--- src/rtl/tpr_pkg.sv ---
// Purpose: shared constants, field layouts and types of the dual 8-bit timer pair
// Assumes: registers sit one per aligned 32-bit word, byte address four times the index
// Notes: data sit in bits 7:0 of each word, status in bits 16:0; upper bits read as zero
`default_nettype none
package tpr_pkg;
  // register indices and their byte addresses
  localparam logic [11:0] RUN_IDX = 12'h100;
  localparam logic [11:0] CH0_IDX = 12'h102;
  localparam logic [11:0] CH1_IDX = 12'h103;
  localparam logic [11:0] MODE_IDX = 12'h104;
  localparam logic [11:0] FFC_IDX = 12'h105;
  localparam logic [11:0] CFG_IDX = 12'h106;
  localparam logic [11:0] STAT_IDX = 12'h107;
  localparam logic [11:0] RUN_ADDR = {RUN_IDX[9:0], 2'b00};
  localparam logic [11:0] CH0_ADDR = {CH0_IDX[9:0], 2'b00};
  localparam logic [11:0] CH1_ADDR = {CH1_IDX[9:0], 2'b00};
  localparam logic [11:0] MODE_ADDR = {MODE_IDX[9:0], 2'b00};
  localparam logic [11:0] FFC_ADDR = {FFC_IDX[9:0], 2'b00};
  localparam logic [11:0] CFG_ADDR = {CFG_IDX[9:0], 2'b00};
  localparam logic [11:0] STAT_ADDR = {STAT_IDX[9:0], 2'b00};
  // reset values
  localparam logic [7:0] RUN_RST = 8'h00;
  localparam logic [7:0] MODE_RST = 8'h00;
  localparam logic [7:0] FFC_RST = 8'h00;
  localparam logic [7:0] CFG_RST = 8'h00;
  localparam logic [7:0] CMP_RST = 8'h00;
  // prescaler: base divide by four, taps as prescaler bit counts
  localparam logic [2:0] BASE_LOG = 3'h2;
  localparam logic [2:0] GEAR_MAX = 3'h4;
  localparam logic [1:0] SRC_FC16 = 2'h2;
  localparam logic [3:0] TAP_T1 = 4'h1;
  localparam logic [3:0] TAP_T4 = 4'h3;
  localparam logic [3:0] TAP_T16 = 4'h5;
  localparam logic [3:0] TAP_T256 = 4'h9;
  // toggle flop force codes, counter limits, pwm period codes
  localparam logic [1:0] FORCE_INV = 2'h0;
  localparam logic [1:0] FORCE_CLR = 2'h1;
  localparam logic [1:0] FORCE_SET = 2'h2;
  localparam logic [7:0] CNT_MAX = 8'hFF;
  localparam logic [7:0] PWM_TOP6 = 8'h3F;
  localparam logic [7:0] PWM_TOP7 = 8'h7F;
  localparam logic [1:0] PWM_P6 = 2'h1;
  localparam logic [1:0] PWM_P7 = 2'h2;
  localparam logic [2:0] HSIZE_WORD = 3'h2;

  typedef enum logic [1:0] {TPR_TWO8, TPR_CASC16, TPR_PPG, TPR_PWM} tpr_mode_e;

  typedef struct packed {
    logic double_buffer_enable;
    logic [3:0] rsv;
    logic prescaler_run_bit;
    logic channel1_run_bit;
    logic channel0_run_bit;
  } tpr_run_s;

  typedef struct packed {
    logic [1:0] pair_mode_field;
    logic [1:0] pwm_period;
    logic [1:0] counter_clock_select;
    logic [1:0] ch0_clock_select;
  } tpr_mode_s;

  typedef struct packed {
    logic [2:0] rsv;
    logic [1:0] prescaler_source_select;
    logic [2:0] clock_gear_field;
  } tpr_cfg_s;
endpackage
`default_nettype wire

--- src/rtl/tpr_timer_pair.sv ---
// Purpose: dual 8-bit timer pair with shared prescaler and toggle flop, AHB-Lite slave
// Assumes: hclk is the system clock fc; only haddr[11:0] is decoded
// Notes: reads take one wait state, writes none; response is always OKAY
//
// Summary of operation
// - four modes: two 8-bit timers, cascaded 16-bit, pulse generator, pwm
// - each channel has counter, comparator, register; prescaler and toggle flop shared
// - 9-bit prescaler fed by gear clock or fc/16, divided by four
// - prescaler run bit set counts; cleared zeroes and halts prescaler
// - taps fc/2^3,2^5,2^7,2^11 at gear 0, doubling per gear step
// - channel 0 clock: external pin or one of three fastest taps
// - channel 1 clock: ch0 overflow when cascaded, else tap or ch0 match
// - run bit counts when set, stops and clears when cleared; reset stops both
// - match when counter reaches register; zero register matches on overflow
// - in two-timer mode a match clears that counter and pulses that channel's interrupt
// - double buffer enable bit for first register, reset to zero
// - buffer copied in at pwm period end or pulse period start only
// - one address: buffering off writes both, on writes buffer only
// - compare registers are write-only and read as zero
// - enabled toggle flop inverts on match, same cycle as counter clear
// - reset clears toggle flop; force field 01 clears, 10 sets, 00 inverts
// - mode field 00 two timers, 01 cascade, 10 pulse gen, 11 pwm
// - cascade: only both matching together clears both, irq1, toggles flop
//
// The AHB-Lite interface to the registers was chosen for this implementation.
`default_nettype none
module tpr_timer_pair (
  input wire logic hclk,
  input wire logic hresetn,
  input wire logic hsel,
  input wire logic [31:0] haddr,
  input wire logic [1:0] htrans,
  input wire logic hwrite,
  input wire logic [2:0] hsize,
  input wire logic [31:0] hwdata,
  input wire logic hready,
  output logic hreadyout,
  output logic hresp,
  output logic [31:0] hrdata,
  input wire logic external_count_input,
  output logic toggle_output_pin,
  output logic channel0_irq,
  output logic channel1_irq
);

  ////////////////////////////////////////////////////////////////////////////////
  // helpers

  // low k bits of the prescaler all ones: the tap fires on the next increment
  function automatic logic tap_hit(input logic [8:0] pre, input logic [3:0] k);
    logic [8:0] m;
    m = 9'((10'h1 << k) - 10'h1);
    return (pre & m) == m;
  endfunction

  // byte address decode on the low address bits
  function automatic logic is_addr(input logic [11:0] a, input logic [11:0] ref_a);
    return a == ref_a;
  endfunction

  ////////////////////////////////////////////////////////////////////////////////
  // bus slave

  logic rd_q, wr_q;
  logic [11:0] addr_q;
  logic [31:0] hrdata_q;
  tpr_pkg::tpr_run_s run_q;
  tpr_pkg::tpr_mode_s mode_q;
  tpr_pkg::tpr_cfg_s cfg_q;
  logic [1:0] ffc_q;
  logic [7:0] reg0_q, buf0_q, reg1_q;
  logic [7:0] cnt0_q, cnt1_q;
  logic ff_q;

  // a word-sized nonseq or seq transfer to this slave opens an address phase
  wire ap_valid = hsel && htrans[1] && hready && (hsize == tpr_pkg::HSIZE_WORD);
  wire ap_rd = ap_valid && !hwrite;
  wire ap_wr = ap_valid && hwrite;

  // read waits one cycle so a write just before it is always visible
  always_ff @(posedge hclk or negedge hresetn) begin
    if (!hresetn) begin
      rd_q <= 1'b0;
      wr_q <= 1'b0;
      addr_q <= 12'h000;
    end else begin
      rd_q <= ap_rd;
      wr_q <= ap_wr;
      if (ap_valid) begin
        addr_q <= haddr[11:0];
      end
    end
  end

  wire sel_run = is_addr(addr_q, tpr_pkg::RUN_ADDR);
  wire sel_ch0 = is_addr(addr_q, tpr_pkg::CH0_ADDR);
  wire sel_ch1 = is_addr(addr_q, tpr_pkg::CH1_ADDR);
  wire sel_mode = is_addr(addr_q, tpr_pkg::MODE_ADDR);
  wire sel_ffc = is_addr(addr_q, tpr_pkg::FFC_ADDR);
  wire sel_cfg = is_addr(addr_q, tpr_pkg::CFG_ADDR);
  wire sel_stat = is_addr(addr_q, tpr_pkg::STAT_ADDR);
  wire [7:0] wbyte = hwdata[7:0];
  wire wr_run = wr_q && sel_run;
  wire wr_ch0 = wr_q && sel_ch0;
  wire wr_ch1 = wr_q && sel_ch1;
  wire wr_mode = wr_q && sel_mode;
  wire wr_ffc = wr_q && sel_ffc;
  wire wr_cfg = wr_q && sel_cfg;

  // read mux; compare registers are not readable, force field reads as 11
  logic [31:0] rd_val;
  always_comb begin
    rd_val = 32'h0000_0000;
    if (sel_run) rd_val[7:0] = {run_q.double_buffer_enable, 4'h0, run_q[2:0]};
    if (sel_mode) rd_val[7:0] = mode_q;
    if (sel_ffc) rd_val[7:0] = {4'h0, 2'h3, ffc_q};
    if (sel_cfg) rd_val[7:0] = cfg_q;
    if (sel_stat) rd_val[16:0] = {ff_q, cnt1_q, cnt0_q};
  end

  always_ff @(posedge hclk or negedge hresetn) begin
    if (!hresetn) begin
      hrdata_q <= 32'h0000_0000;
    end else begin
      hrdata_q <= rd_q ? rd_val : 32'h0000_0000;
    end
  end

  assign hreadyout = !rd_q;
  assign hresp = 1'b0;
  assign hrdata = hrdata_q;

  ////////////////////////////////////////////////////////////////////////////////
  // control registers

  always_ff @(posedge hclk or negedge hresetn) begin
    if (!hresetn) begin
      run_q <= tpr_pkg::RUN_RST;
      mode_q <= tpr_pkg::MODE_RST;
      cfg_q <= tpr_pkg::CFG_RST;
      ffc_q <= tpr_pkg::FFC_RST[1:0];
      reg1_q <= tpr_pkg::CMP_RST;
    end else begin
      if (wr_run) run_q <= {wbyte[7], 4'h0, wbyte[2:0]};
      if (wr_mode) mode_q <= wbyte;
      if (wr_cfg) cfg_q <= {3'h0, wbyte[4:0]};
      if (wr_ffc) ffc_q <= wbyte[1:0];
      if (wr_ch1) reg1_q <= wbyte;
    end
  end

  wire tpr_pkg::tpr_mode_e mode = tpr_pkg::tpr_mode_e'(mode_q.pair_mode_field);
  wire is_two8 = (mode == tpr_pkg::TPR_TWO8);
  wire is_casc = (mode == tpr_pkg::TPR_CASC16);
  wire is_ppg = (mode == tpr_pkg::TPR_PPG);
  wire is_pwm = (mode == tpr_pkg::TPR_PWM);

  ////////////////////////////////////////////////////////////////////////////////
  // prescaler

  logic [5:0] div_q;
  logic [8:0] pre_q;

  // fc/16 source behaves as the slowest gear; undefined gear codes clamp to it
  wire [2:0] gear = (cfg_q.prescaler_source_select == tpr_pkg::SRC_FC16) ? tpr_pkg::GEAR_MAX :
                    (cfg_q.clock_gear_field > tpr_pkg::GEAR_MAX) ? tpr_pkg::GEAR_MAX :
                    cfg_q.clock_gear_field;
  wire [6:0] div_span = 7'h01 << (gear + tpr_pkg::BASE_LOG);
  wire [5:0] div_mask = 6'(div_span - 7'h01);
  wire base_tick = run_q.prescaler_run_bit && ((div_q & div_mask) == div_mask);
  wire t1 = base_tick && tap_hit(pre_q, tpr_pkg::TAP_T1);
  wire t4 = base_tick && tap_hit(pre_q, tpr_pkg::TAP_T4);
  wire t16 = base_tick && tap_hit(pre_q, tpr_pkg::TAP_T16);
  wire t256 = base_tick && tap_hit(pre_q, tpr_pkg::TAP_T256);

  // run bit low holds divider and prescaler at zero
  always_ff @(posedge hclk or negedge hresetn) begin
    if (!hresetn) begin
      div_q <= 6'h00;
      pre_q <= 9'h000;
    end else if (!run_q.prescaler_run_bit) begin
      div_q <= 6'h00;
      pre_q <= 9'h000;
    end else begin
      div_q <= div_q + 6'h01;
      if (base_tick) pre_q <= pre_q + 9'h001;
    end
  end

  ////////////////////////////////////////////////////////////////////////////////
  // external clock pin: two-flop synchroniser, then rising edge detect

  logic ext_s1_q, ext_s2_q, ext_s3_q;
  always_ff @(posedge hclk or negedge hresetn) begin
    if (!hresetn) begin
      ext_s1_q <= 1'b0;
      ext_s2_q <= 1'b0;
      ext_s3_q <= 1'b0;
    end else begin
      ext_s1_q <= external_count_input;
      ext_s2_q <= ext_s1_q;
      ext_s3_q <= ext_s2_q;
    end
  end
  wire ext_tick = ext_s2_q && !ext_s3_q;

  ////////////////////////////////////////////////////////////////////////////////
  // counters and comparators

  logic clk0_sel, clk1_sel;
  // channel 0 source
  always_comb begin
    unique case (mode_q.ch0_clock_select)
      2'h0: clk0_sel = ext_tick;
      2'h1: clk0_sel = t1;
      2'h2: clk0_sel = t4;
      2'h3: clk0_sel = t16;
    endcase
  end

  wire tick0 = run_q.channel0_run_bit && clk0_sel;
  wire [7:0] nxt0 = cnt0_q + 8'h01;
  wire ovf0 = tick0 && (cnt0_q == tpr_pkg::CNT_MAX);
  // next value equal to register; a zero register thus matches on the wrap
  wire hit0 = tick0 && (nxt0 == reg0_q);
  wire hit0_per = tick0 && (nxt0 == reg1_q); // period end in pulse generation
  wire [7:0] pwm_top = (mode_q.pwm_period == tpr_pkg::PWM_P6) ? tpr_pkg::PWM_TOP6 :
                       (mode_q.pwm_period == tpr_pkg::PWM_P7) ? tpr_pkg::PWM_TOP7 :
                       tpr_pkg::CNT_MAX;
  wire pwm_end = tick0 && (cnt0_q == pwm_top - 8'h01);

  // channel 1 source; the ch0 comparator output is its match pulse
  always_comb begin
    unique case (mode_q.counter_clock_select)
      2'h0: clk1_sel = hit0;
      2'h1: clk1_sel = t1;
      2'h2: clk1_sel = t16;
      2'h3: clk1_sel = t256;
    endcase
  end

  wire tick1 = run_q.channel1_run_bit && (is_casc ? ovf0 : clk1_sel);
  wire [7:0] nxt1 = cnt1_q + 8'h01;
  wire [7:0] cnt1_now = tick1 ? nxt1 : cnt1_q;
  wire hit1 = tick1 && (nxt1 == reg1_q);
  wire casc_hit = is_casc && hit0 && (cnt1_now == reg1_q);

  logic [7:0] cnt0_d, cnt1_d;
  // channel 0 clears on its own match only in two-timer mode
  always_comb begin
    cnt0_d = tick0 ? nxt0 : cnt0_q;
    unique case (mode)
      tpr_pkg::TPR_TWO8: if (hit0) cnt0_d = 8'h00;
      tpr_pkg::TPR_CASC16: if (casc_hit) cnt0_d = 8'h00;
      tpr_pkg::TPR_PPG: if (hit0_per) cnt0_d = 8'h00;
      tpr_pkg::TPR_PWM: if (pwm_end) cnt0_d = 8'h00;
    endcase
    if (!run_q.channel0_run_bit) cnt0_d = 8'h00;
  end

  // channel 1 idles in pulse generation mode
  always_comb begin
    cnt1_d = cnt1_now;
    if (is_casc && casc_hit) cnt1_d = 8'h00;
    if (!is_casc && hit1) cnt1_d = 8'h00;
    if (is_ppg || !run_q.channel1_run_bit) cnt1_d = 8'h00;
  end

  always_ff @(posedge hclk or negedge hresetn) begin
    if (!hresetn) begin
      cnt0_q <= 8'h00;
      cnt1_q <= 8'h00;
    end else begin
      cnt0_q <= cnt0_d;
      cnt1_q <= cnt1_d;
    end
  end

  ////////////////////////////////////////////////////////////////////////////////
  // first compare register with its buffer

  wire xfer = run_q.double_buffer_enable &&
              ((is_pwm && pwm_end) || (is_ppg && hit0_per));
  always_ff @(posedge hclk or negedge hresetn) begin
    if (!hresetn) begin
      reg0_q <= tpr_pkg::CMP_RST;
      buf0_q <= tpr_pkg::CMP_RST;
    end else begin
      if (wr_ch0) buf0_q <= wbyte;
      if (wr_ch0 && !run_q.double_buffer_enable) reg0_q <= wbyte;
      else if (xfer) reg0_q <= buf0_q;
    end
  end

  ////////////////////////////////////////////////////////////////////////////////
  // interrupts and shared toggle flop

  wire irq0_ev = hit0;
  wire irq1_ev = is_casc ? casc_hit : (is_ppg ? hit0_per : hit1);
  logic hw_tgl;
  always_comb begin
    unique case (mode)
      tpr_pkg::TPR_TWO8: hw_tgl = ffc_q[0] ? hit1 : hit0;
      tpr_pkg::TPR_CASC16: hw_tgl = casc_hit;
      tpr_pkg::TPR_PPG: hw_tgl = hit0 || hit0_per;
      tpr_pkg::TPR_PWM: hw_tgl = hit0 || pwm_end;
    endcase
  end
  wire tgl = ffc_q[1] && hw_tgl;

  // a software force in the same cycle beats the hardware toggle
  logic ff_d;
  always_comb begin
    ff_d = tgl ? !ff_q : ff_q;
    if (wr_ffc) begin
      unique case (wbyte[3:2])
        tpr_pkg::FORCE_INV: ff_d = !ff_q;
        tpr_pkg::FORCE_CLR: ff_d = 1'b0;
        tpr_pkg::FORCE_SET: ff_d = 1'b1;
        default: ff_d = ff_d;
      endcase
    end
  end

  logic irq0_q, irq1_q;
  always_ff @(posedge hclk or negedge hresetn) begin
    if (!hresetn) begin
      ff_q <= 1'b0;
      irq0_q <= 1'b0;
      irq1_q <= 1'b0;
    end else begin
      ff_q <= ff_d;
      irq0_q <= irq0_ev;
      irq1_q <= irq1_ev;
    end
  end

  assign toggle_output_pin = ff_q;
  assign channel0_irq = irq0_q;
  assign channel1_irq = irq1_q;
endmodule
`default_nettype wire

--- config.mk ---
export PLATFORM = sky130hd
export DESIGN_NAME = tpr_timer_pair
export DESIGN_NICKNAME = d
export VERILOG_FILES = /design/src/rtl/tpr_pkg.sv /design/src/rtl/tpr_timer_pair.sv
export SDC_FILE = /design/constraint.sdc
export NUM_CORES = 1
export LEC_CHECK = 0
export BUFFER_PORTS_ARGS = -buffer_cell sky130_fd_sc_hd__buf_4
export CAP_MARGIN = 0
export CORE_UTILIZATION = 53
export CTS_CLUSTER_DIAMETER = 80
export DETAILED_ROUTE_END_ITERATION = 6
export PLACE_DENSITY_LB_ADDON = 0.15
export SYNTH_ARGS = -nofsm -noshare
export SYNTH_HDL_FRONTEND = slang
export SYNTH_SLANG_ARGS = --single-unit
--- constraint.sdc ---
create_clock -name hclk -period 4 [get_ports hclk]
set_input_delay 0.6 -clock hclk [delete_from_list [all_inputs] [get_ports hclk]]
set_output_delay 0.6 -clock hclk [all_outputs]
set_load 0.01 [all_outputs]
; After elaboration in Yosys (flattened, before gate mapping)
; Index checks and enable logic that the tools add are counted.
[totals]
input_bits = 75
word_cells = 156
reg_bits = 111
mem_count = 0
ram_bits = 0
rom_bits = 0
latch_bits = 0
[op_classes]
shifts = 1
n_eq_ne = 33
add_sub_neg = 7
n_bitwise = 1
mux = 36
n_div = 0
order_cmp = 1
mul = 0
n_reduce_logical = 49
[ops]
columns = cell, n
row1 = 2-to-1 mux 8 bit, 18
row2 = equality test 12 x 11 -> 1 bit (second input constant), 7
row3 = equality test 8 bit, 5
row4 = 2-to-1 mux 17 bit, 2
row5 = logical AND 1 bit, 33
row6 = case mux 8 bit (4 select lines), 1
row7 = equality test 2 bit (second input constant), 9
row8 = 2-to-1 mux 9 bit, 2
row9 = adder 8 x 1 -> 8 bit (second input constant), 2
row10 = case mux 1 bit (4 select lines), 3
row11 = equality test 2 x 1 -> 1 bit (second input constant), 5
row12 = adder 9 x 1 -> 9 bit (second input constant), 1
row13 = equality test 9 bit (second input constant), 1
row14 = equality test 8 bit (second input constant), 1
row15 = logical NOT 2 bit, 4
row16 = subtractor 8 x 1 -> 8 bit (second input constant), 1
row17 = logical NOT 1 bit, 7
row18 = adder 6 x 1 -> 6 bit (second input constant), 1
row19 = bitwise AND 6 bit, 1
row20 = equality test 6 bit, 1
row21 = 2-to-1 mux 1 bit, 6
row22 = 2-to-1 mux 3 bit, 2
row23 = 2-to-1 mux 6 bit, 1
row24 = << shifter 1 x 3 -> 6 bit (first input constant), 1
row25 = 10 further kinds, 13

; Logic depth before layout (Yosys ltp)
; Gate-level depths: netlist of the first run.
[depth]
depth_word = 24
ltp_mapped = 14
ltp_nobuf = 13

; Worst setup path after synthesis of the first run
; No wires, ideal clock.
[synth_path]
path_kind = register -> register
from = reg cnt0_q[1]
to = reg ff_q (netlist: toggle_output_pin)
synth_period_minus_slack_ps = 2990
arrival_ps = 2908
n_path_buf = 1
path_stages_with_launch = 12
path_slack_ps = 1010
cell_sequence = dfrtp_1 -> ha_1 -> buf_2 -> xor3_1 -> nor3_1 -> nand4_1 -> and4b_1 -> a31o_2 -> a311oi_4 -> o41a_1 -> or4_1 -> a31oi_1
[synth_between]
elab_chain_cells = 14
elab_cells_between_ends = 25
[synth_rtl]
columns = item, line_no
row1 = from (decl), tpr_timer_pair.sv:72  ; logic [7:0] cnt0_q, cnt1_q;
row2 = from (signal assigned), tpr_timer_pair.sv:274  ; cnt0_q <= cnt0_d;
row3 = adder 8 x 1 -> 8 bit, tpr_timer_pair.sv:222  ; wire [7:0] nxt0 = cnt0_q + 8'h01;
row4 = equality test 8 bit, tpr_timer_pair.sv:225  ; wire hit0 = tick0 && (nxt0 == reg0_q);
row5 = logical AND 1 bit, tpr_timer_pair.sv:225
row6 = case mux 1 bit (4 select lines), tpr_timer_pair.sv:234  ; unique case (mode_q.counter_clock_select)
row7 = 2-to-1 mux 1 bit, tpr_timer_pair.sv:242  ; wire tick1 = run_q.channel1_run_bit && (is_casc ? ovf0 : clk1_sel);
row8 = logical AND 1 bit, tpr_timer_pair.sv:242
row9 = 2-to-1 mux 8 bit, tpr_timer_pair.sv:244  ; wire [7:0] cnt1_now = tick1 ? nxt1 : cnt1_q;
row10 = equality test 8 bit, tpr_timer_pair.sv:246  ; wire casc_hit = is_casc && hit0 && (cnt1_now == reg1_q);
row11 = logical AND 1 bit, tpr_timer_pair.sv:246
row12 = case mux 1 bit (4 select lines) (*), tpr_timer_pair.sv:302  ; unique case (mode)
row13 = logical AND 1 bit (*), tpr_timer_pair.sv:309  ; wire tgl = ffc_q[1] && hw_tgl;
row14 = 2-to-1 mux 1 bit (*), tpr_timer_pair.sv:314  ; ff_d = tgl ? !ff_q : ff_q;
row15 = case mux 1 bit (3 select lines), tpr_timer_pair.sv:316  ; unique case (wbyte[3:2])
row16 = 2-to-1 mux 1 bit (*), tpr_timer_pair.sv:315  ; if (wr_ffc) begin
row17 = named net ff_d, tpr_timer_pair.sv:312  ; logic ff_d;
row18 = to (signal assigned), tpr_timer_pair.sv:328  ; ff_q <= 1'b0;
row19 = to (signal assigned), tpr_timer_pair.sv:332  ; ff_q <= ff_d;
row20 = to (decl), tpr_timer_pair.sv:73  ; logic ff_q;
; Mark *: on every way through the listed nets, which the timed path passes. The rest lies on a longest branch.
; A chain may end at the register's enable or synchronous reset.

; Final worst setup path of the first run
[layout_path]
from = reg cnt0_q[1]
to = reg cnt1_q[4]
[layout_between]
elab_chain_cells = 13
elab_cells_between_ends = 18
[layout_rtl]
columns = item, line_no
row1 = adder 8 x 1 -> 8 bit, tpr_timer_pair.sv:222
row2 = equality test 8 bit, tpr_timer_pair.sv:225
row3 = logical AND 1 bit, tpr_timer_pair.sv:225
row4 = case mux 1 bit (4 select lines), tpr_timer_pair.sv:234
row5 = 2-to-1 mux 1 bit, tpr_timer_pair.sv:242
row6 = logical AND 1 bit, tpr_timer_pair.sv:242
row7 = 2-to-1 mux 8 bit, tpr_timer_pair.sv:244
row8 = equality test 8 bit, tpr_timer_pair.sv:246
row9 = logical AND 1 bit, tpr_timer_pair.sv:246
row10 = logical AND 1 bit, tpr_timer_pair.sv:264  ; if (is_casc && casc_hit) cnt1_d = 8'h00;
row11 = 2-to-1 mux 8 bit, tpr_timer_pair.sv:264
row12 = 2-to-1 mux 8 bit (*), tpr_timer_pair.sv:265  ; if (!is_casc && hit1) cnt1_d = 8'h00;
row13 = 2-to-1 mux 8 bit (*), tpr_timer_pair.sv:266  ; if (is_ppg || !run_q.channel1_run_bit) cnt1_d = 8'h00;
row14 = named net cnt1_d[4], tpr_timer_pair.sv:248  ; logic [7:0] cnt0_d, cnt1_d;
row15 = to (signal assigned), tpr_timer_pair.sv:275  ; cnt1_q <= cnt1_d;
row16 = to (decl), tpr_timer_pair.sv:72
; Marks and branches as above.

==> qor.yml, run 1 <==
cts:
  htree_levels: 3
  ctsLongestPathBuffers: 2
  cts.sink_count: 111
  cts_root_buffer: "sky130_fd_sc_hd__clkbuf_16"
  cts_inserted_buffers: 9
  cts_repair_resize_count: 0
  tritoncts_clock_tree: "built"
  clkLatencyLatePin_ns: 0.36
  clk_transition_reported_paths_ns: 0.07
  cts.repair_timing.setup_buffer_count: 0
  hold_buf_cts: 0
setup_path:
  start_kind: "flip-flop"
  worst_r2r_endpoint: "cnt1_q[4]$_DFF_PN0_"
  worstSetupPathType: "flip-flop to flip-flop"
  rrSetupSlack_ns: 0.37
  worst_r2r_startpoint: "cnt0_q[1]$_DFF_PN0_"
  crit_required_ns: 4.21
  crit_path_max_fanout: 9
  worst_ep_arrival_time_ns: 3.84
  timing.critical_path.to_type: "flip-flop"
  worst-r2r-cell-count: 10
yosys:
  synth_enable_flop_cells: 0
  synth.ff_latch_count: 111
  ys_warn_count: 0
  synth_ff_type: "sky130_fd_sc_hd__dfrtp_1"
  post_synth_instance_area_um2: 6160
  asyncSetResetFlopFracSynth: 1.00
  synth_cell_types: 69
  syn_inst: 589
  yosysSeqAreaShare: 0.451
  post_synth.cell_area_avg_um2: 10.5
global_routing:
  grt_pass1_wl_um: 22000
  grt_pass1_vias: 4212
  initial_antenna_violation_count: 0
  grt_start_max_net_pins: 75
  grt_util_all_layers: 0.244
  gr-total-overflow: 0
floorplanning:
  die_outline_width_um: 110
  core.rowCount: 39
  design.portCount: 112
  die_area_um2: 12100
  core_area_um2: 11400
  floorplan.initialDensity: 0.542
  die_h_um: 110
timing:
  number_of_max_slew_violations_in_the_final_report: 0
  post-route-worst-setup-slack_ns: 0.370
  finalCriticalPeriod_ns: 3.63
  finalSetupViolations: 0
  finalClockSkew_ns: 0.0109
  fmax_mhz: 275
  relSlewSlack: 0.380
  worst_pin_slew_ns: 0.930
  period_share: 0.908
  grt_setup_unrepaired: "no"
  hold_viol_final: 0
  fin_tns_setup_ns: 0
power_and_ir_drop:
  power.switching_uw: 562
  irDropWorstVdd_mv: 0.261
  pwr-share-seq: 0.544
  p_per_area_nw_per_um2: 328
  pwr-share-clk: 0.367
  power.combinational.fraction: 0.089
  leakage_uw: 0.00314
  power_switching_share: 0.251
  totalPowerFinal_uw: 2240
  intPower_uw: 1680
layout:
  instances_no_fill: 774
  layout.core_utilization: 0.601
  nNetsFinal: 713
  area_growth_syn_to_layout_pct: 10.8
  antenna_cells_inserted: 0
  post_route_cells_drive_above_1_share: 0.208
detailed_routing:
  post-route-drc-count: 0
  post_drt_via_cell_ratio: 5.79
  finalWirelength_um: 13500
  drt-pass1-iter-count: 4
  drt_iter0_drc: 241
  dr_total_vias: 4485
  postRouteAntennaNets: 0
  routedWlPerCell_um: 17.4
placed_design:
  pre_cts_slack_ns: 0.391
  gp_routability_congestion: 0.887
  port_buffers: 50
  dp.final_hpwl_um: 9850
  post-place-cells: 760
hold_path:
  holdCritStartpoint: "external_count_input"
  hold_path_depth: 1
  hold_path_end: "ext_s1_q$_DFF_PN0_"
  hp-class: "input pin to flip-flop"
run:
  drv_cap: 0
outcome:
  outcome: "completed"
-- critical path, stage by stage (launching register included) --
cell	delay, ns
sky130_fd_sc_hd__dfrtp_1	0.47
sky130_fd_sc_hd__ha_1	0.47
sky130_fd_sc_hd__xor3_1	0.40
sky130_fd_sc_hd__nor3_1	0.15
sky130_fd_sc_hd__nand4_1	0.12
sky130_fd_sc_hd__and4b_1	0.41
sky130_fd_sc_hd__a31o_2	0.25
sky130_fd_sc_hd__a311oi_4	0.11
sky130_fd_sc_hd__or4_1	0.61
sky130_fd_sc_hd__o2111ai_1	0.37
sky130_fd_sc_hd__nor2_1	0.12
-- how the worst max path moves through the flow --
stage,start,slack [ns],depth (start not counted),end
after floorplan,cnt0_q[1]$_DFF_PN0_,1.01,11,toggle_output_pin$_DFF_PN0_
after global placement,cnt0_q[1]$_DFF_PN0_,0.48,10,cnt1_q[0]$_DFF_PN0_
after detailed placement,cnt0_q[1]$_DFF_PN0_,0.39,10,cnt1_q[5]$_DFF_PN0_
after CTS,cnt0_q[1]$_DFF_PN0_,0.36,10,cnt1_q[5]$_DFF_PN0_
after global routing,cnt0_q[1]$_DFF_PN0_,0.11,10,cnt1_q[0]$_DFF_PN0_
final,cnt0_q[1]$_DFF_PN0_,0.37,10,cnt1_q[4]$_DFF_PN0_
-- state kept, by name, indices dropped and copies added, names as in the netlist, 2 cells and up --
register	cells
hrdata	17
addr_q	12
pre_q	9
buf0_q	8
cnt0_q	8
cnt1_q	8
reg0_q	8
reg1_q	8
div_q	6
mode_q	6
cfg_q	5
run_q	4
ffc_q	2
mode	2
-- synth_stat cells, types with 3 or more instances --
cell                        instances  share of area
sky130_fd_sc_hd__inv_1             11         0.0067
sky130_fd_sc_hd__o21ai_0           11         0.0089
sky130_fd_sc_hd__nand2_1           58          0.035
sky130_fd_sc_hd__nor3b_1            5         0.0061
sky130_fd_sc_hd__buf_2              8         0.0065
sky130_fd_sc_hd__o2111ai_1          3         0.0043
sky130_fd_sc_hd__mux2i_1            8          0.013
sky130_fd_sc_hd__mux2_2            46          0.084
sky130_fd_sc_hd__or2_2              5         0.0051
sky130_fd_sc_hd__a31oi_1            5         0.0051
sky130_fd_sc_hd__nor4_1             7         0.0071
sky130_fd_sc_hd__and2_1            23          0.023
sky130_fd_sc_hd__o31ai_1            3         0.0037
sky130_fd_sc_hd__a22oi_1           11          0.013
sky130_fd_sc_hd__buf_4             17          0.021
sky130_fd_sc_hd__ha_1              10          0.020
sky130_fd_sc_hd__nor2b_1           13          0.013
sky130_fd_sc_hd__clkbuf_1          17          0.010
sky130_fd_sc_hd__xor2_1            25          0.036
sky130_fd_sc_hd__a21oi_1           15          0.012
sky130_fd_sc_hd__xnor2_1           19          0.027
sky130_fd_sc_hd__nor3_1            12         0.0097
sky130_fd_sc_hd__nand2b_1           4         0.0041
sky130_fd_sc_hd__nor2_1            38          0.023
sky130_fd_sc_hd__nand3_1           23          0.019
sky130_fd_sc_hd__dfrtp_1          111           0.45
sky130_fd_sc_hd__or4_1              4         0.0049
sky130_fd_sc_hd__or3_1              3         0.0030
sky130_fd_sc_hd__xnor3_1            7          0.026
sky130_fd_sc_hd__a211oi_1           3         0.0037
sky130_fd_sc_hd__nand4_1            3         0.0030
sky130_fd_sc_hd__and3_1            12          0.012
-- power groups by stage --
stage | clock, uW | sequential [uW] | combinational (uW)
4_1_cts | 844 | 1220 | 201
2_1_floorplan | 0 | 1220 | 141
3_5_place_dp | 0 | 1240 | 200
3_3_place_gp | 0 | 1240 | 195
5_1_grt | 884 | 1230 | 224
6_report | 823 | 1220 | 199
-- metrics by stage --
step	hold slack, ns	cell area [um2]
floorplan	0.304	6220
global placement	0.331	6570
detailed placement	0.335	6570
CTS	0.337	6830
global route	0.336	6830
finish	0.347	6830
-- placed cells by master (no fill, tap or decap), types with 12 or more instances in the layout --
cell type / Yosys / layout
sky130_fd_sc_hd__nor2b_1: 13 / 13
sky130_fd_sc_hd__dfrtp_1: 111 / 111
sky130_fd_sc_hd__xnor2_1: 19 / 19
sky130_fd_sc_hd__and3_1: 12 / 12
sky130_fd_sc_hd__nand3_1: 23 / 23
sky130_fd_sc_hd__and2_1: 23 / 23
sky130_fd_sc_hd__buf_4: 17 / 55
sky130_fd_sc_hd__conb_1: 2 / 18
sky130_fd_sc_hd__nor3_1: 12 / 12
sky130_fd_sc_hd__nor2_1: 38 / 38
sky130_fd_sc_hd__mux2_2: 46 / 46
sky130_fd_sc_hd__xor2_1: 25 / 25
sky130_fd_sc_hd__a21oi_1: 15 / 15
sky130_fd_sc_hd__nand2_1: 58 / 58
-- cell type report --
class,count,area (um2)
clock buffer,10,229
tap,143,179
sequential,111,2780
fill,932,4540
clock inverter,4,30.0
inverter,13,48.8
multi-input combinational,438,3150
timing repair buffer,55,413
-- per-layer routing --
layer	wire, um	up-vias	track usage
li1	-	2130	-
met1	5920	2205	0.324
met2	6570	133	0.399
met3	722	17	0.0433
met4	253	0	0.0905
met5	0	-	0
-- kinds of logic (layout without fill, tap and decap cells) --
kind of cell    after synthesis  count (layout)  share of synthesized area
fa+ha+maj                    10              10                     0.0203
xor+xnor                     52              52                     0.0920
flops                       111             111                      0.451
simple gates                223             223                      0.190
buf+inv                      56              82                     0.0473
other cells                   2              18                    0.00122
compound gates               80              80                     0.0987
mux                          55              55                     0.0995
Power figures use the tool's default switching activity.
==> run 2: changes to the inputs <==
==> constraint.sdc (replaced) <==
create_clock -name hclk -period 4 [get_ports hclk]
set_input_delay 0.4 -clock hclk [delete_from_list [all_inputs] [get_ports hclk]]
set_output_delay 0.4 -clock hclk [all_outputs]
set_load 0.01 [all_outputs]
==> run 2 against run 1 <==
Net effect:
- cell area increased by 1.3%
- setup slack got worse by 0.067 ns
- flip-flop and latch count stayed put
- via count rose by 0.65%
- clock skew is 0.0068 ns higher
- critical path depth unchanged
- global-route usage grew 1.1 points
- die area stayed put
- combinational power is 2% higher
- first-iteration DRC count rose by 0.41%
- sequential power is essentially flat
- count of clock-buffer cells in the layout is 1 lower
==> qor.yml, run 2 (same netlist as run 1, synthesis figures left out) <==
power_and_ir_drop:
  irDropWorstVdd_mv: 0.321
  leakage_uw: 0.00319
  totalPowerFinal_uw: 2430
  p_per_area_nw_per_um2: 352
global_routing:
  grt_pass1_wl_um: 22700
  grt_start_max_net_pins: 50
  initial_antenna_violation_count: 0
  gr-total-overflow: 0
  grt_util_all_layers: 0.255
  grt_pass1_vias: 4407
hold_path:
  hp-class: "input pin to asynchronous set/reset pin"
cts:
  htree_levels: 3
  cts_root_buffer: "sky130_fd_sc_hd__clkbuf_16"
  clk_transition_reported_paths_ns: 0.08
  tritoncts_clock_tree: "built"
  cts_inserted_buffers: 9
  cts.repair_timing.setup_buffer_count: 0
  cts_repair_resize_count: 0
  hold_buf_cts: 0
  cts.sink_count: 111
  clkLatencyLatePin_ns: 0.37
  ctsLongestPathBuffers: 2
setup_path:
  crit_path_top_delay_cell: "sky130_fd_sc_hd__or4_1"
  slowest_delay_ns: 0.61
  worst_r2r_endpoint: "cnt1_q[7]$_DFF_PN0_"
  worst_r2r_startpoint: "cnt0_q[1]$_DFF_PN0_"
  number_of_cells_on_the_critical_path: 10
  timing.critical_path.buf_inv: 0
  start_kind: "flip-flop"
  crit_required_ns: 4.20
  chain_of_cells_forming_the_critical_path: "ha_1 > xor3_1 > nor3_1 > nand4_1 > and4b_1 > a31o_2 > a311oi_4 > or4_1 > o2111ai_1 > nor2_1"
  crit_path_max_fanout: 9
  worst-r2r-cell-count: 10
  worst_ep_arrival_time_ns: 3.90
  rrSetupSlack_ns: 0.30
  crit_family: "simple AND/OR/NAND/NOR gates"
  timing.critical_path.to_type: "flip-flop"
  worstSetupPathType: "flip-flop to flip-flop"
timing:
  period_share: 0.924
  finalClockSkew_ns: 0.0177
  finalCriticalPeriod_ns: 3.70
  finalSetupViolations: 0
  number_of_max_slew_violations_in_the_final_report: 0
  worst_pin_slew_ns: 0.901
  hold_viol_final: 0
  fin_tns_setup_ns: 0
  grt_setup_unrepaired: "no"
  fmax_mhz: 270
  relSlewSlack: 0.397
placed_design:
  port_buffers: 50
  gp_routability_congestion: 0.880
  dp.final_hpwl_um: 10000
  dpl-instance-area_um2: 6580
detailed_routing:
  postRouteAntennaNets: 0
  drt_iter0_drc: 242
  post-route-drc-count: 0
  routedWlPerCell_um: 17.9
  dr_total_vias: 4514
  post_drt_via_cell_ratio: 5.81
  drt-pass1-iter-count: 5
  finalWirelength_um: 13900
floorplanning:
  core_area_um2: 11400
  design.portCount: 112
  die_h_um: 110
  floorplan.initialDensity: 0.542
  die_outline_width_um: 110
  die_area_um2: 12100
  core.rowCount: 39
layout:
  antenna_cells_inserted: 0
  nNetsFinal: 714
  most_common_cell_after_layout_fill_and_taps_aside: "sky130_fd_sc_hd__dfrtp_1"
  post_route_cells_drive_above_1_share: 0.213
  area_growth_syn_to_layout_pct: 12.3
  mostFrequentLayoutCells: "sky130_fd_sc_hd__dfrtp_1, sky130_fd_sc_hd__nand2_1, sky130_fd_sc_hd__buf_4, sky130_fd_sc_hd__mux2_2, sky130_fd_sc_hd__nor2_1"
  final_design_area_no_fill_um2: 6920
  largest_register_ffs: 17
run:
  drv_cap: 0
outcome:
  outcome: "completed"
[run 2: worst max path at each step]
| stage | end | start | slack (ns) |
|---|---|---|---|
| after floorplan | toggle_output_pin$_DFF_PN0_ | cnt0_q[1]$_DFF_PN0_ | 1.01 |
| after CTS | cnt1_q[7]$_DFF_PN0_ | cnt0_q[1]$_DFF_PN0_ | 0.34 |
| after global routing | cnt1_q[5]$_DFF_PN0_ | pre_q[0]$_DFFE_PN0P_ | 0.06 |
| after global placement | cnt1_q[0]$_DFF_PN0_ | pre_q[0]$_DFFE_PN0P_ | 0.44 |
| final | cnt1_q[7]$_DFF_PN0_ | cnt0_q[1]$_DFF_PN0_ | 0.30 |
| after detailed placement | cnt1_q[7]$_DFF_PN0_ | cnt0_q[1]$_DFF_PN0_ | 0.36 |
[run 2: power by group]
part / switching, uW / internal, uW
Clock: 446 / 562
Combinational: 110 / 92.6
Sequential: 53.9 / 1170
[run 2: per-layer routing]
layer,vias up,track usage,wire length [um]
met2,131,0.419,6900
li1,2135,-,-
met5,-,0,0
met1,2224,0.322,5930
met3,24,0.0640,733
met4,0,0.105,364
[run 2: cell type report]
type / instances / area (um2)
Multi-Input combinational cell: 438 / 3150
Fill cell: 964 / 4450
Inverter: 13 / 48.8
Clock buffer: 9 / 225
Sequential cell: 111 / 2780
Tap cell: 143 / 179
Timing Repair Buffer: 56 / 420
Clock inverter: 7 / 115
[run 2: through the flow]
stage	hold slack (ns)	util	std cells	worst slack [ns]
6_report	0.0419	0.608	777	0.303
5_1_grt	0.0987	0.608	777	0.0569
4_1_cts	0.0607	0.608	777	0.337
3_5_place_dp	0.336	0.579	761	0.360
3_3_place_gp	0.333	0.579	761	0.443
2_1_floorplan	0.104	-	605	1.01
==> run 3: changes to the inputs <==
- ABC_AREA: default -> 1
- clock period: 4 -> 4.5 ns (I/O delays scaled with it)
==> run 3 against run 2 <==
Net effect:
- synthesized area is 0.53% higher
- hold slack better by 0.15 ns
- total power is 13% lower
- clock skew is 0.0075 ns lower
- die area is 0.52% higher
- sequential power is 11% lower
- sequential share of layout area is 0.10 points lower
- flip-flop and latch count stayed put
- first-iteration DRC count is 26% higher
- non-clock buffer count is 3 lower
- routed wire length is 0.49% higher
- critical endpoint is now cnt0_q[3]$_DFF_PN0_
- largest power group unchanged
==> qor.yml, run 3 <==
detailed_routing:
  drt_iter0_drc: 304
  drt-pass1-iter-count: 5
  routedWlPerCell_um: 14.2
  postRouteAntennaNets: 0
  post_drt_via_cell_ratio: 5.32
  dr_total_vias: 5250
  post-route-drc-count: 0
  finalWirelength_um: 14000
layout:
  post_route_cells_drive_above_1_share: 0.130
  largest_register_ffs: 17
  area_growth_syn_to_layout_pct: 12.0
  instances_no_fill: 986
  layout.core_utilization: 0.607
  nFillCells: 1033
  mostFrequentLayoutCells: "sky130_fd_sc_hd__nand2_1, sky130_fd_sc_hd__dfrtp_1, sky130_fd_sc_hd__inv_1, sky130_fd_sc_hd__nor2_1, sky130_fd_sc_hd__o21ai_0"
  nNetsFinal: 923
  most_common_cell_after_layout_fill_and_taps_aside: "sky130_fd_sc_hd__nand2_1"
  antenna_cells_inserted: 0
placed_design:
  port_buffers: 50
  pre_cts_slack_ns: 0.563
  gp_routability_congestion: 0.891
  dp.final_hpwl_um: 10600
  post-place-cells: 969
floorplanning:
  die_area_um2: 12100
  die_h_um: 110
  design.portCount: 112
  core.rowCount: 39
  floorplan.initialDensity: 0.542
  die_outline_width_um: 110
  core_area_um2: 11400
setup_path:
  crit_required_ns: 4.75
  worst_r2r_endpoint: "cnt0_q[3]$_DFF_PN0_"
  cp-startpoint: "cnt0_q[0]$_DFF_PN0_"
  worst_ep_arrival_time_ns: 4.21
  worst_r2r_startpoint: "cnt0_q[0]$_DFF_PN0_"
  start_kind: "flip-flop"
  timing.critical_path.to_type: "flip-flop"
  worst-r2r-cell-count: 24
  crit_path_max_fanout: 15
  worstSetupPathType: "flip-flop to flip-flop"
  rrSetupSlack_ns: 0.54
power_and_ir_drop:
  totalPowerFinal_uw: 2130
  irDropWorstVdd_mv: 0.352
  leakage_uw: 0.00363
  p_per_area_nw_per_um2: 307
hold_path:
  holdCritStartpoint: "external_count_input"
  hold_path_depth: 1
  hp-class: "input pin to flip-flop"
  hold_path_end: "ext_s1_q$_DFF_PN0_"
timing:
  hold_viol_final: 0
  finalSetupViolations: 0
  finalCriticalPeriod_ns: 3.96
  relSlewSlack: 0.232
  fin_tns_setup_ns: 0
  grt_setup_unrepaired: "no"
  fmax_mhz: 253
  post-route-worst-setup-slack_ns: 0.543
  period_share: 0.879
  worst_pin_slew_ns: 1.15
  finalClockSkew_ns: 0.0101
  number_of_max_slew_violations_in_the_final_report: 0
yosys:
  synth_cell_types: 48
  post-synth-top-count-cell: "sky130_fd_sc_hd__nand2_1"
  synth.ff_latch_count: 111
  asyncSetResetFlopFracSynth: 1.00
  post_synth_instance_area_um2: 6190
  syn_inst: 789
  post_synth_most_frequent_cells: "sky130_fd_sc_hd__nand2_1, sky130_fd_sc_hd__dfrtp_1, sky130_fd_sc_hd__inv_1"
  ys_warn_count: 0
  netlist_top_cells_area: "sky130_fd_sc_hd__dfrtp_1, sky130_fd_sc_hd__nand2_1, sky130_fd_sc_hd__inv_1"
  post_synth.cell_area_avg_um2: 7.85
  yosysTopAreaCellShare: 0.448
  yosysSeqAreaShare: 0.448
  synth_largest_area_cell: "sky130_fd_sc_hd__dfrtp_1"
  synth_ff_type: "sky130_fd_sc_hd__dfrtp_1"
  synth_enable_flop_cells: 0
cts:
  ctsLongestPathBuffers: 2
  cts.sink_count: 111
  cts.repair_timing.setup_buffer_count: 0
  tritoncts_clock_tree: "built"
  cts_root_buffer: "sky130_fd_sc_hd__clkbuf_16"
  cts_inserted_buffers: 9
  clkLatencyLatePin_ns: 0.36
  clk_transition_reported_paths_ns: 0.07
  htree_levels: 3
outcome:
  outcome: "completed"
global_routing:
  grt_pass1_vias: 4895
  grt_pass1_wl_um: 23100
  gr-total-overflow: 0
  grt_util_all_layers: 0.253
  grt_start_max_net_pins: 68
  initial_antenna_violation_count: 0
run:
  drv_cap: 0
run 3: cell count changes in the layout (fill, tap and decap cells not counted), moves of 11 or more:
cell	before	now
sky130_fd_sc_hd__a22oi_1	11	0
sky130_fd_sc_hd__and3_1	12	0
sky130_fd_sc_hd__nor2b_1	13	0
sky130_fd_sc_hd__and2_1	23	1
sky130_fd_sc_hd__nand3_1	23	55
sky130_fd_sc_hd__nand2_1	58	183
sky130_fd_sc_hd__o21ai_0	11	67
sky130_fd_sc_hd__mux2_2	46	8
sky130_fd_sc_hd__nor2_1	38	80
sky130_fd_sc_hd__inv_1	11	102
sky130_fd_sc_hd__xnor2_1	19	3
run 3: kinds of logic (layout without fill, tap and decap cells):
logic type	after synthesis	in the layout	share of synthesized area
other	2	18	0.00121
AO/OA/AOI/OAI	126	126	0.119
multiplexers	8	8	0.0145
buffers and inverters	137	175	0.0966
XOR/XNOR	20	20	0.0283
adder cells (fa/ha/maj)	10	10	0.0202
AND/OR/NAND/NOR	375	375	0.272
flip-flops	111	111	0.448
run 3: worst max-delay path, stage by stage, from the launching register on:
cell                       delay, ns
sky130_fd_sc_hd__dfrtp_1        0.54
sky130_fd_sc_hd__inv_1          0.15
sky130_fd_sc_hd__ha_1           0.40
sky130_fd_sc_hd__xor2_1         0.18
sky130_fd_sc_hd__nand3_1        0.09
sky130_fd_sc_hd__nor2_1         0.08
sky130_fd_sc_hd__o21ai_1        0.06
sky130_fd_sc_hd__nor2_1         0.11
sky130_fd_sc_hd__nand3_1        0.09
sky130_fd_sc_hd__nor2_1         0.16
sky130_fd_sc_hd__nand3_2        0.25
sky130_fd_sc_hd__nand2_1        0.14
sky130_fd_sc_hd__nand2_1        0.11
sky130_fd_sc_hd__nand2_4        0.17
sky130_fd_sc_hd__nand2_2        0.19
sky130_fd_sc_hd__nand2_1        0.14
sky130_fd_sc_hd__nand2_1        0.07
sky130_fd_sc_hd__nand2_1        0.05
sky130_fd_sc_hd__nand2_1        0.07
sky130_fd_sc_hd__nor2_4         0.15
sky130_fd_sc_hd__nand2_4        0.09
sky130_fd_sc_hd__nor2_8         0.18
sky130_fd_sc_hd__o21bai_4       0.13
sky130_fd_sc_hd__a21oi_1        0.18
sky130_fd_sc_hd__nor2_1         0.06
run 3: cell type report:
cell class                      instances  area, um2  share of cell area
Clock inverter                          4       36.3             0.00523
Clock buffer                           12        267              0.0384
Multi-Input combinational cell        557       2880               0.415
Inverter                              106        398              0.0574
Tap cell                              143        179              0.0258
Timing Repair Buffer                   53        400              0.0577
Sequential cell                       111       2780               0.401
run 3: report_power, final:
group / total, uW / leakage [uW] / switching, uW / internal, uW
clock network: 804 / 0.000147 / 376 / 428
registers: 1090 / 0.00129 / 40.9 / 1050
logic: 231 / 0.00219 / 144 / 86.7
total: 2130 / 0.00363 / 561 / 1570
run 3: routing by layer:
metal | part of all wire | global-route usage
met3 | 0.059 | 0.0670
met4 | 0.037 | 0.113
met2 | 0.47 | 0.417
met5 | 0 | 0
met1 | 0.43 | 0.311
run 3: how the worst max path moves through the flow:
stage                                     end  slack [ns]  cells past startpoint
after floorplan           cnt0_q[0]$_DFF_PN0_        1.59                     23
after global placement    cnt0_q[3]$_DFF_PN0_        0.62                     24
after detailed placement  cnt0_q[3]$_DFF_PN0_        0.56                     24
after CTS                 cnt0_q[3]$_DFF_PN0_        0.54                     24
after global routing      cnt0_q[5]$_DFF_PN0_        0.17                     24
final                     cnt0_q[3]$_DFF_PN0_        0.54                     24
run 3: per-stage QoR:
step	hold slack (ns)	area, um2
after floorplan	0.154	6250
after global placement	0.267	6620
after detailed placement	0.270	6620
after CTS	0.182	6940
after global routing	0.179	6940
final	0.194	6940
run 3: timing repair:
item,in CTS,in global routing
hold endpoints to repair,6,0
hold buffers,1,0
resized for setup,0,0
